`src/pios_regs.vh`:
```
// Constants of the parallel I/O subsystem command unit: command codes,
// byte field positions, answer bytes and timing figures.
// Assumes a single 100 MHz system clock; included by its bare name.
`ifndef PIOS_REGS_VH
`define PIOS_REGS_VH

// ************************************************************
// Command byte fields
// ************************************************************
`define PIOS_CODE_MSB       4
`define PIOS_CTL_LSB        5
`define PIOS_CTL_MSB        6
`define PIOS_RQI_BIT        7

// ************************************************************
// System command codes and peripheral code range
// ************************************************************
`define PIOS_SUBSYSTEM_SOFT_RESET      5'h00
`define PIOS_DEVICE_ERROR_CLEAR        5'h01
`define PIOS_READ_SUBSYSTEM_STATUS     5'h02
`define PIOS_READ_DEVICE_STATUS        5'h03
`define PIOS_CLEAR_SELECTED_INTERRUPTS 5'h04
`define PIOS_CLEAR_ALL_INTERRUPTS      5'h05
`define PIOS_FORCE_HOST_INTERRUPT      5'h06
`define PIOS_ECHO_COMPLEMENT_TEST      5'h07
`define PIOS_ROM_CHECKSUM_TEST         5'h08
`define PIOS_RAM_SELFTEST              5'h09
`define PIOS_SET_INTERRUPT_ENABLES     5'h0a
`define PIOS_PER_FIRST                 5'h10
`define PIOS_PER_LAST                  5'h19

// ************************************************************
// Status byte layouts (peripheral index 0 reader, 1 punch,
// 2 printer, 3 programmer), answer bytes and self-test constants
// ************************************************************
`define PIOS_SSB_ILL_MASK   0
`define PIOS_SSB_ILL_DATA   1
`define PIOS_SSB_ILL_CMD    2
`define PIOS_SSB_DEV_ERR    3
`define PIOS_NUM_PER        4
`define PIOS_PASS_BYTE      8'h00
`define PIOS_FAIL_BYTE      8'hff
`define PIOS_RAM_PATTERN    8'h5a
`define PIOS_RAM_LAST       6'h3f
`define PIOS_ROM_LAST       4'hf
`define PIOS_ROM_SUM        8'h00

// ************************************************************
// Timing
// ************************************************************
`define PIOS_CLK_KHZ        100000
`define PIOS_RESET_MS       100
`define PIOS_ECHO_MS        2
`define PIOS_CSUM_MS        100

`endif
```
`src/pios_cmd_unit.v`:
```
// Command decoder and system-command executor of the parallel I/O
// subsystem, behind a one-byte host data buffer with status flags.
// Assumes the host bus logic and the peripheral handlers run on
// ref_clk_i; their strobes are one-cycle pulses on that clock.
//
// Notes on behaviour
// - Decode the eleven system command codes
// - Reserved codes flag illegal command, not run
// - Codes 10h-19h go to peripheral handlers
// - System commands ignore bit 7, no completion
// - Soft reset aborts, reinitialises, stays busy 100ms
// - Device error clear accepted, does nothing
// - Subsystem status to output buffer as data
// - Bad clear mask sets flag, status read clears
// - Stray data byte discarded, flag set
// - Undefined command flagged, status read clears
// - No-response sets summary error, device status clears
// - Device status byte to output buffer as data
// - Completion sets interrupt bit, clear commands reset
// - Peripheral error bit, cleared by status read
// - Selective clear uses mask, drops host line
// - Clear-all drops every interrupt and line
// - Force raises host line until clear-all
// - Echo returns complemented byte after 2ms
// - ROM checksum, pass zeros or fail ones
// - RAM write/read test, stop on mismatch
// - Enable byte sets persistent per-peripheral enables
// - Enable acts as request-interrupt bit always
// - Busy set on accept, cleared on completion
// - Command/data flag follows port, marks output
// - Full flags set by writer, cleared by reader
// - Command byte: code, control, request-interrupt
`timescale 1ns/1ns
`include "pios_regs.vh"

module pios_cmd_unit #(
    parameter integer RESET_CYC = `PIOS_RESET_MS * `PIOS_CLK_KHZ,
    parameter integer ECHO_CYC  = `PIOS_ECHO_MS * `PIOS_CLK_KHZ,
    parameter integer CSUM_CYC  = `PIOS_CSUM_MS * `PIOS_CLK_KHZ
) (
    input  wire       ref_clk_i,
    input  wire       rstn_i,
    input  wire       host_wr_i,
    input  wire       host_a0_i,
    input  wire [7:0] host_wdata_i,
    input  wire       host_rd_i,
    output wire [7:0] host_rdata_o,
    output wire       obf_o,
    output wire       ibf_o,
    output wire       busy_o,
    output wire       cd_o,
    output wire       host_irq_o,
    output wire       per_cmd_o,
    output wire [4:0] per_code_o,
    output wire [1:0] per_ctl_o,
    output wire       per_rqi_o,
    output wire       per_wr_o,
    output wire [7:0] per_wdata_o,
    output wire       per_abort_o,
    input  wire       per_rvalid_i,
    input  wire [7:0] per_rdata_i,
    input  wire       per_rcd_i,
    input  wire       per_done_i,
    input  wire [3:0] per_irq_i,
    input  wire [3:0] per_err_i,
    input  wire       per_noresp_i
);

    // ************************************************************
    // States and storage
    // ************************************************************
    localparam [2:0] S_IDLE  = 3'd0;
    localparam [2:0] S_WDATA = 3'd1;
    localparam [2:0] S_PER   = 3'd2;
    localparam [2:0] S_TIME  = 3'd3;
    localparam [2:0] S_RAMW  = 3'd4;
    localparam [2:0] S_RAMR  = 3'd5;

    reg  [2:0]  state_ff;
    reg  [4:0]  op_ff;
    reg  [7:0]  in_ff;
    reg         in_cd_ff;
    reg         ibf_ff;
    reg  [7:0]  out_ff;
    reg         obf_ff;
    reg         cd_ff;
    reg         out_sys_ff;
    reg         out_dev_ff;
    reg         busy_ff;
    reg         ill_mask_ff;
    reg         ill_data_ff;
    reg         ill_cmd_ff;
    reg         dev_err_sum_ff;
    reg  [3:0]  dev_int_ff;
    reg  [3:0]  dev_err_ff;
    reg  [3:0]  int_en_ff;
    reg         force_ff;
    reg         irq_line_ff;
    reg         host_irq_ff;
    reg         per_cmd_ff;
    reg  [4:0]  per_code_ff;
    reg  [1:0]  per_ctl_ff;
    reg         per_rqi_ff;
    reg         per_wr_ff;
    reg  [7:0]  per_wdata_ff;
    reg         per_abort_ff;
    reg  [31:0] timer_ff;
    reg  [7:0]  echo_ff;
    reg  [7:0]  sum_ff;
    reg  [4:0]  rom_idx_ff;
    reg  [5:0]  ram_addr_ff;
    reg  [7:0]  ram [0:63];

    // Host reads that clear sticky flags of the byte they fetch
    wire rd_sys = host_rd_i & obf_ff & out_sys_ff;
    wire rd_dev = host_rd_i & obf_ff & out_dev_ff;
    wire [7:0] sys_byte = {4'h0, dev_err_sum_ff, ill_cmd_ff, ill_data_ff, ill_mask_ff};
    wire [7:0] dev_byte = {dev_err_ff, dev_int_ff};
    wire [7:0] ram_pat  = {2'b00, ram_addr_ff} ^ `PIOS_RAM_PATTERN;

    // ************************************************************
    // Helpers
    // ************************************************************
    // Program image; the last entry makes the byte sum come to zero
    function [7:0] rom_byte;
        input [3:0] a;
        begin
            rom_byte = (a == `PIOS_ROM_LAST) ? 8'h97 : {4'h0, a};
        end
    endfunction

    // Peripheral index from the command code
    function [1:0] per_idx;
        input [4:0] c;
        begin
            per_idx = (c[3:1] < 3'd3) ? c[2:1] : 2'd3;
        end
    endfunction

    // Device loads the output buffer and marks its kind
    task put_out;
        input [7:0] d;
        input       c;
        begin
            out_ff     <= d;
            obf_ff     <= 1'b1;
            cd_ff      <= c;
            out_sys_ff <= 1'b0;
            out_dev_ff <= 1'b0;
        end
    endtask

    // Ends a command and reopens the command entry
    task finish;
        begin
            busy_ff  <= 1'b0;
            state_ff <= S_IDLE;
        end
    endtask

    // Accepts one command byte
    task start_cmd;
        input [7:0] b;
        begin
            op_ff    <= b[`PIOS_CODE_MSB:0];
            busy_ff  <= 1'b1;
            state_ff <= S_IDLE;
            if (b[`PIOS_CODE_MSB]) begin
                if (b[`PIOS_CODE_MSB:0] <= `PIOS_PER_LAST) begin
                    per_cmd_ff  <= 1'b1;
                    per_code_ff <= b[`PIOS_CODE_MSB:0];
                    per_ctl_ff  <= b[`PIOS_CTL_MSB:`PIOS_CTL_LSB];
                    per_rqi_ff  <= b[`PIOS_RQI_BIT] | int_en_ff[per_idx(b[4:0])];
                    state_ff    <= S_PER;
                end else begin
                    ill_cmd_ff <= 1'b1;
                    busy_ff    <= 1'b0;
                end
            end else begin
                // Bit 7 is never looked at here
                case (b[`PIOS_CODE_MSB:0])
                    `PIOS_SUBSYSTEM_SOFT_RESET: begin
                        per_abort_ff   <= 1'b1;
                        dev_int_ff     <= 4'h0;
                        dev_err_ff     <= 4'h0;
                        int_en_ff      <= 4'h0;
                        force_ff       <= 1'b0;
                        irq_line_ff    <= 1'b0;
                        ill_mask_ff    <= 1'b0;
                        ill_data_ff    <= 1'b0;
                        ill_cmd_ff     <= 1'b0;
                        dev_err_sum_ff <= 1'b0;
                        obf_ff         <= 1'b0;
                        timer_ff       <= RESET_CYC;
                        state_ff       <= S_TIME;
                    end
                    `PIOS_DEVICE_ERROR_CLEAR: begin
                        busy_ff <= 1'b0;
                    end
                    `PIOS_READ_SUBSYSTEM_STATUS: begin
                        put_out(sys_byte, 1'b0);
                        out_sys_ff <= 1'b1;
                        busy_ff    <= 1'b0;
                    end
                    `PIOS_READ_DEVICE_STATUS: begin
                        put_out(dev_byte, 1'b0);
                        out_dev_ff     <= 1'b1;
                        dev_err_sum_ff <= per_noresp_i;
                        busy_ff        <= 1'b0;
                    end
                    `PIOS_CLEAR_SELECTED_INTERRUPTS,
                    `PIOS_SET_INTERRUPT_ENABLES,
                    `PIOS_ECHO_COMPLEMENT_TEST: begin
                        state_ff <= S_WDATA;
                    end
                    `PIOS_CLEAR_ALL_INTERRUPTS: begin
                        dev_int_ff  <= per_irq_i;
                        irq_line_ff <= |per_irq_i;
                        force_ff    <= 1'b0;
                        busy_ff     <= 1'b0;
                    end
                    `PIOS_FORCE_HOST_INTERRUPT: begin
                        force_ff <= 1'b1;
                        busy_ff  <= 1'b0;
                    end
                    `PIOS_ROM_CHECKSUM_TEST: begin
                        sum_ff     <= 8'h00;
                        rom_idx_ff <= 5'h00;
                        timer_ff   <= CSUM_CYC;
                        state_ff   <= S_TIME;
                    end
                    `PIOS_RAM_SELFTEST: begin
                        ram_addr_ff <= 6'h00;
                        state_ff    <= S_RAMW;
                    end
                    default: begin
                        ill_cmd_ff <= 1'b1;
                        busy_ff    <= 1'b0;
                    end
                endcase
            end
        end
    endtask

    // ************************************************************
    // Test RAM write port
    // ************************************************************
    // Kept out of the reset process so the array maps to plain RAM
    always @(posedge ref_clk_i) begin
        if (state_ff == S_RAMW) begin
            ram[ram_addr_ff] <= ram_pat;
        end
    end

    // ************************************************************
    // Buffer, flags and command sequencer
    // ************************************************************
    // Defaults first; later assignments in the case win, so any
    // event set below beats the clear that the default applies
    always @(posedge ref_clk_i) begin
        if (!rstn_i) begin
            state_ff       <= S_IDLE;
            op_ff          <= 5'h00;
            in_ff          <= 8'h00;
            in_cd_ff       <= 1'b0;
            ibf_ff         <= 1'b0;
            out_ff         <= 8'h00;
            obf_ff         <= 1'b0;
            cd_ff          <= 1'b0;
            out_sys_ff     <= 1'b0;
            out_dev_ff     <= 1'b0;
            busy_ff        <= 1'b0;
            ill_mask_ff    <= 1'b0;
            ill_data_ff    <= 1'b0;
            ill_cmd_ff     <= 1'b0;
            dev_err_sum_ff <= 1'b0;
            dev_int_ff     <= 4'h0;
            dev_err_ff     <= 4'h0;
            int_en_ff      <= 4'h0;
            force_ff       <= 1'b0;
            irq_line_ff    <= 1'b0;
            host_irq_ff    <= 1'b0;
            per_cmd_ff     <= 1'b0;
            per_code_ff    <= 5'h00;
            per_ctl_ff     <= 2'b00;
            per_rqi_ff     <= 1'b0;
            per_wr_ff      <= 1'b0;
            per_wdata_ff   <= 8'h00;
            per_abort_ff   <= 1'b0;
            timer_ff       <= 32'd0;
            echo_ff        <= 8'h00;
            sum_ff         <= 8'h00;
            rom_idx_ff     <= 5'h00;
            ram_addr_ff    <= 6'h00;
        end else begin
            per_cmd_ff   <= 1'b0;
            per_wr_ff    <= 1'b0;
            per_abort_ff <= 1'b0;
            host_irq_ff  <= force_ff | irq_line_ff;
            ill_mask_ff    <= ill_mask_ff & ~rd_sys;
            ill_data_ff    <= ill_data_ff & ~rd_sys;
            ill_cmd_ff     <= ill_cmd_ff & ~rd_sys;
            dev_err_sum_ff <= dev_err_sum_ff | per_noresp_i;
            dev_int_ff     <= dev_int_ff | per_irq_i;
            dev_err_ff     <= (dev_err_ff & ~{4{rd_dev}}) | per_err_i;
            irq_line_ff    <= irq_line_ff | (|per_irq_i);
            if (host_rd_i) begin
                obf_ff <= 1'b0;
            end
            // Host writes land only in an empty input buffer
            if (host_wr_i && !ibf_ff) begin
                ibf_ff   <= 1'b1;
                in_ff    <= host_wdata_i;
                in_cd_ff <= host_a0_i;
                cd_ff    <= host_a0_i;
            end
            case (state_ff)
                S_IDLE: begin
                    if (ibf_ff) begin
                        ibf_ff <= 1'b0;
                        if (in_cd_ff) begin
                            start_cmd(in_ff);
                        end else begin
                            ill_data_ff <= 1'b1;
                        end
                    end
                end
                S_WDATA: begin
                    if (ibf_ff) begin
                        ibf_ff <= 1'b0;
                        if (in_cd_ff) begin
                            start_cmd(in_ff);
                        end else if (op_ff == `PIOS_CLEAR_SELECTED_INTERRUPTS) begin
                            dev_int_ff  <= (dev_int_ff & ~in_ff[3:0]) | per_irq_i;
                            irq_line_ff <= |per_irq_i;
                            if (|(in_ff[3:0] & ~dev_int_ff)) begin
                                ill_mask_ff <= 1'b1;
                            end
                            finish;
                        end else if (op_ff == `PIOS_SET_INTERRUPT_ENABLES) begin
                            int_en_ff <= in_ff[3:0];
                            finish;
                        end else begin
                            echo_ff  <= ~in_ff;
                            timer_ff <= ECHO_CYC;
                            state_ff <= S_TIME;
                        end
                    end
                end
                S_PER: begin
                    // A command byte waits here until the handler is done
                    if (ibf_ff && !in_cd_ff) begin
                        ibf_ff       <= 1'b0;
                        per_wr_ff    <= 1'b1;
                        per_wdata_ff <= in_ff;
                    end
                    if (per_rvalid_i) begin
                        put_out(per_rdata_i, per_rcd_i);
                    end
                    if (per_done_i) begin
                        finish;
                    end
                end
                S_TIME: begin
                    if (rom_idx_ff <= {1'b0, `PIOS_ROM_LAST}) begin
                        sum_ff     <= sum_ff + rom_byte(rom_idx_ff[3:0]);
                        rom_idx_ff <= rom_idx_ff + 5'd1;
                    end
                    if (timer_ff != 32'd0) begin
                        timer_ff <= timer_ff - 32'd1;
                    end else begin
                        finish;
                        if (op_ff == `PIOS_ECHO_COMPLEMENT_TEST) begin
                            put_out(echo_ff, 1'b0);
                        end else if (op_ff == `PIOS_ROM_CHECKSUM_TEST) begin
                            if (sum_ff == `PIOS_ROM_SUM) begin
                                put_out(`PIOS_PASS_BYTE, 1'b0);
                            end else begin
                                put_out(`PIOS_FAIL_BYTE, 1'b1);
                            end
                        end
                    end
                end
                S_RAMW: begin
                    state_ff <= S_RAMR;
                end
                S_RAMR: begin
                    // First mismatch ends the walk at once
                    if (ram[ram_addr_ff] != ram_pat) begin
                        put_out(`PIOS_FAIL_BYTE, 1'b1);
                        finish;
                    end else if (ram_addr_ff == `PIOS_RAM_LAST) begin
                        put_out(`PIOS_PASS_BYTE, 1'b0);
                        finish;
                    end else begin
                        ram_addr_ff <= ram_addr_ff + 6'd1;
                        state_ff    <= S_RAMW;
                    end
                end
                default: begin
                    finish;
                end
            endcase
        end
    end

    // ************************************************************
    // Outputs, all straight from flip-flops
    // ************************************************************
    assign host_rdata_o = out_ff;
    assign obf_o        = obf_ff;
    assign ibf_o        = ibf_ff;
    assign busy_o       = busy_ff;
    assign cd_o         = cd_ff;
    assign host_irq_o   = host_irq_ff;
    assign per_cmd_o    = per_cmd_ff;
    assign per_code_o   = per_code_ff;
    assign per_ctl_o    = per_ctl_ff;
    assign per_rqi_o    = per_rqi_ff;
    assign per_wr_o     = per_wr_ff;
    assign per_wdata_o  = per_wdata_ff;
    assign per_abort_o  = per_abort_ff;

endmodule

```
`config.mk`:
```
export PLATFORM = sky130hd
export DESIGN_NAME = pios_cmd_unit
export DESIGN_NICKNAME = d
export VERILOG_FILES = /design/src/pios_cmd_unit.v
export VERILOG_INCLUDE_DIRS = /design/src
export SDC_FILE = /design/constraint.sdc
export NUM_CORES = 1
export LEC_CHECK = 0
export CORE_MARGIN = 2
export CORE_UTILIZATION = 32
export CTS_CLUSTER_DIAMETER = 120
export CTS_CLUSTER_SIZE = 24
export DETAILED_ROUTE_END_ITERATION = 6
export DONT_BUFFER_PORTS = 1
export GPL_ROUTABILITY_DRIVEN = 0
export PLACE_DENSITY_LB_ADDON = 0.08
export SLEW_MARGIN = 20
export SYNTH_ARGS = -nofsm -noshare
export SYNTH_HDL_FRONTEND = slang
export SYNTH_SLANG_ARGS = --single-unit
```
`constraint.sdc`:
```
create_clock -name ref_clk_i -period 8.2 [get_ports ref_clk_i]
set_clock_uncertainty 0.1 [all_clocks]
set_input_delay 1.64 -clock ref_clk_i [delete_from_list [all_inputs] [get_ports ref_clk_i]]
set_output_delay 1.64 -clock ref_clk_i [all_outputs]
set_load 0.01 [all_outputs]
```
==> out/qor.txt <==
Status = complete, no violations
Critical Path Fanout Max = 46
Port Buf Inserts = 0
Final Hold Fails = 0
Library cells used by synthesis = 85
Yosys top cell area share = 51.6%
Initial cell density of the core = 32.5%
Complex-gate fraction of the synthesized area = 10.2%
Top cells by count, synth = 384 x edfxtp_1, 184 x nor2_1, 134 x dfxtp_1, 132 x nand2_1, 119 x a21oi_1
Critical path capture point = host_rdata_o[0]$_SDFFE_PN0P_
Nets = 1,721
Layout cells sized above 1 = 7.91%
Via count = 14,100
Least-Margin Pin Slew = 1.02 ns
Insertion delay to the later sink of the worst-skew pair = 0.60 ns
DP HPWL = 44,300 um
DRT Pass-1 Iters = 6
Min Tclk post-route = 5.18 ns
Clk sinks = 518
Cell family with most CP delay = simple AND/OR/NAND/NOR gates
Reg2Reg Setup Slack = 3.02 ns
Yosys Warn Count = 0
Post-cts repair resize count = 0
Area Growth Syn to Fin = 6.62%
Final wirelength = 67,200 um
Io pins = 65
Detail Route Antenna Nets = 0
Slew Limit Fails = 0
Core area = 68,800 um2
Synth Area in Simple Gates = 11.6%
Drc violations = 0
Pwr Density = 189 nW/um2
Hold WS = 0.356 ns
Vias/cell = 5.38
First-pass GRT wire length = 98,800 um
Antenna violations before repair = 2
Critical path class = reg2reg
Max-cap viol count = 0
Largest net degree at the start of global routing = 97
Post-synth net total = 1,771
Yosys reg bits = 518
Die W = 268 um
Post-Synth XOR/XNOR Area = 0.549%
Detailed Route Iter0 Violations = 1,144
CTS buffer count = 25
Leakage Power = 7.17 nW
Critical Path Max Stage Delay = 0.88 ns
Setup TNS = 0 ns
Relative slew slack = 31.9%
Vias in the first global route = 13,900
Root buffer cell = clkbuf_16
CP max-delay cell = dfxtp_4
Chip Height = 268 um
Hold Buf Count CTS = 0
Largest family of logic cells by synthesized area = simple AND/OR/NAND/NOR gates
Most frequent cell after synthesis = edfxtp_1
Post-route clock period utilization = 63.1%
Post-Synthesis Cells = 1,727
R2R Path End = host_rdata_o[0]$_SDFFE_PN0P_
CTS Buffer Depth = 3
Worst VDD drop = 0.142 mV
Critical Path End Type = flip-flop
Worst path bufs/invs = 1
CTS tree = built
Critical path required time = 8.59 ns
Crit path cell chain = buf_4, nor2_1, a22oi_1, a21oi_1, nor4_1, xnor2_1, or4b_1, and3_1, nor3_2, o21ai_1, o221a_2
Mux cell area share after synthesis = 10.3%
Clock Pin Slew Worst Setup and Hold Paths = 0.10 ns
Die area = 71,900 um2
Fraction of registers with async set/reset = 0%
Reg2Reg Depth = 11
Worst setup SP type = flip-flop
Fillers = 6,793
Total GRT Usage = 18.6%
Synth Flop Type = edfxtp_1
Mapped Avg Cell Area = 12.9 um2
Hold path depth = 2
H-tree levels = 1
Final setup viols = 0
Min-delay worst type = reg2reg
EDFF count, synth = 384
Synth Area in Adders = 0.650%
Antenna diode count = 0
Total grt overflow = 0
Data arrival, critical path = 5.57 ns
Post-Syn Area = 22,300 um2
Row count = 96
Synth top area cells = edfxtp_1 52%, dfxtp_1 12%, mux2i_1 4.8%
Unrepaired setup endpoints after global routing = false
Stages on the worst setup path = 11
Max frequency = 193 MHz
Cell taking the most area after synthesis = edfxtp_1
WL/cell = 25.6 um
Register area share after synthesis = 63.6%
Setup Buffers After CTS = 0
==> placed cells by master, fill, tap and decap left out, drive strengths merged, types with 6 or more instances in the layout <==
cell / synthesis / routed
a31oi: 11 / 11
or3: 16 / 16
xnor2: 11 / 11
nand2b: 20 / 20
nand3b: 7 / 7
nor2b: 22 / 22
buf: 43 / 22
a22oi: 39 / 39
nor4: 17 / 17
nand3: 49 / 49
o221a: 10 / 10
nor3: 38 / 38
a221oi: 6 / 6
nand2: 132 / 132
and3: 10 / 10
o21ai: 67 / 67
a21boi: 7 / 7
and2: 11 / 11
a21oi: 119 / 119
mux4: 51 / 51
inv: 23 / 26
a211oi: 9 / 9
o21a: 6 / 6
dfxtp: 134 / 134
clkbuf: 56 / 42
mux2i: 108 / 108
nand4: 15 / 15
nor2: 185 / 185
o211ai: 9 / 9
edfxtp: 384 / 384
a32oi: 6 / 6
ha: 10 / 10
a21o: 12 / 12
o22ai: 6 / 6
==> worst register-to-register path, delay by kind of cell (launching register included) <==
kind                      cells  cell delay, ns
AOI/OAI and AO/OA             4            1.15
buffers and inverters         1            0.66
xor gates and xnor gates      1            0.19
and+or+nand+nor               5            2.09
DFF                           1            0.88
==> kinds of logic (layout without fill, tap and decap cells) <==
kind of cell    after synthesis  count (layout)
compound gates              350             350
xor+xnor                     14              14
fa+ha+maj                    11              11
buf+inv                     125              92
flops                       518             518
mux                         163             163
simple gates                546             546
==> layout make-up <==
| class | instances | area (um2) | share of cell area, % |
|---|---|---|---|
| clock buffer | 42 | 689 | 2.89 |
| sequential | 518 | 14200 | 59.7 |
| inverter | 26 | 98.8 | 0.415 |
| timing repair buffer | 22 | 169 | 0.709 |
| tap | 931 | 1160 | 4.89 |
| clock inverter | 2 | 20.0 | 0.0840 |
| multi-input combinational | 1084 | 7450 | 31.3 |
==> state kept, by name, summed over array words and instances (netlist names), 6 cells and up, named ones only <==
register,flops
timer_ff,32
in_ff,8
host_rdata_o,8
ram_addr_ff,6
ram,384
per_wdata_o,8
echo_ff,8
sum_ff,8
==> worst min path at each step <==
stage	from	slack (ns)	end
after global routing	echo_ff[6]$_SDFFE_PN0P_	0.37	echo_ff[6]$_SDFFE_PN0P_
final	echo_ff[6]$_SDFFE_PN0P_	0.36	echo_ff[6]$_SDFFE_PN0P_
after detailed placement	echo_ff[6]$_SDFFE_PN0P_	0.34	echo_ff[6]$_SDFFE_PN0P_
after global placement	echo_ff[6]$_SDFFE_PN0P_	0.35	echo_ff[6]$_SDFFE_PN0P_
after CTS	echo_ff[6]$_SDFFE_PN0P_	0.36	echo_ff[6]$_SDFFE_PN0P_
after floorplan	irq_line_ff$_SDFF_PN0_	0.33	host_irq_o$_SDFF_PN0_
==> per-layer routing <==
layer	global-route usage, %	part of all wire (%)
met2	29.7	46
met4	4.30	2.2
met3	3.61	5.8
met1	26.3	46
met5	0	0.040
==> metrics by stage <==
step                worst slack [ns]  instances  utilization [%]  power (W)  cell area (um2)
floorplan                       4.70       1727                -    0.00305            22300
global placement                3.15       2581             33.6    0.00313            23100
detailed placement              3.05       2581             33.6    0.00313            23100
CTS                             3.00       2625             34.6    0.00456            23800
global route                    2.68       2625             34.6    0.00467            23800
finish                          3.02       2625             34.6    0.00450            23800
==> where the power goes <==
| part | leakage (nW) | internal [W] | switching, W |
|---|---|---|---|
| Clock | 0.339 | 0.000584 | 0.000846 |
| Combinational | 2.30 | 0.0000731 | 0.000157 |
| Sequential | 4.53 | 0.00280 | 0.0000466 |
Note: power is estimated with default switching activity, not from simulation.
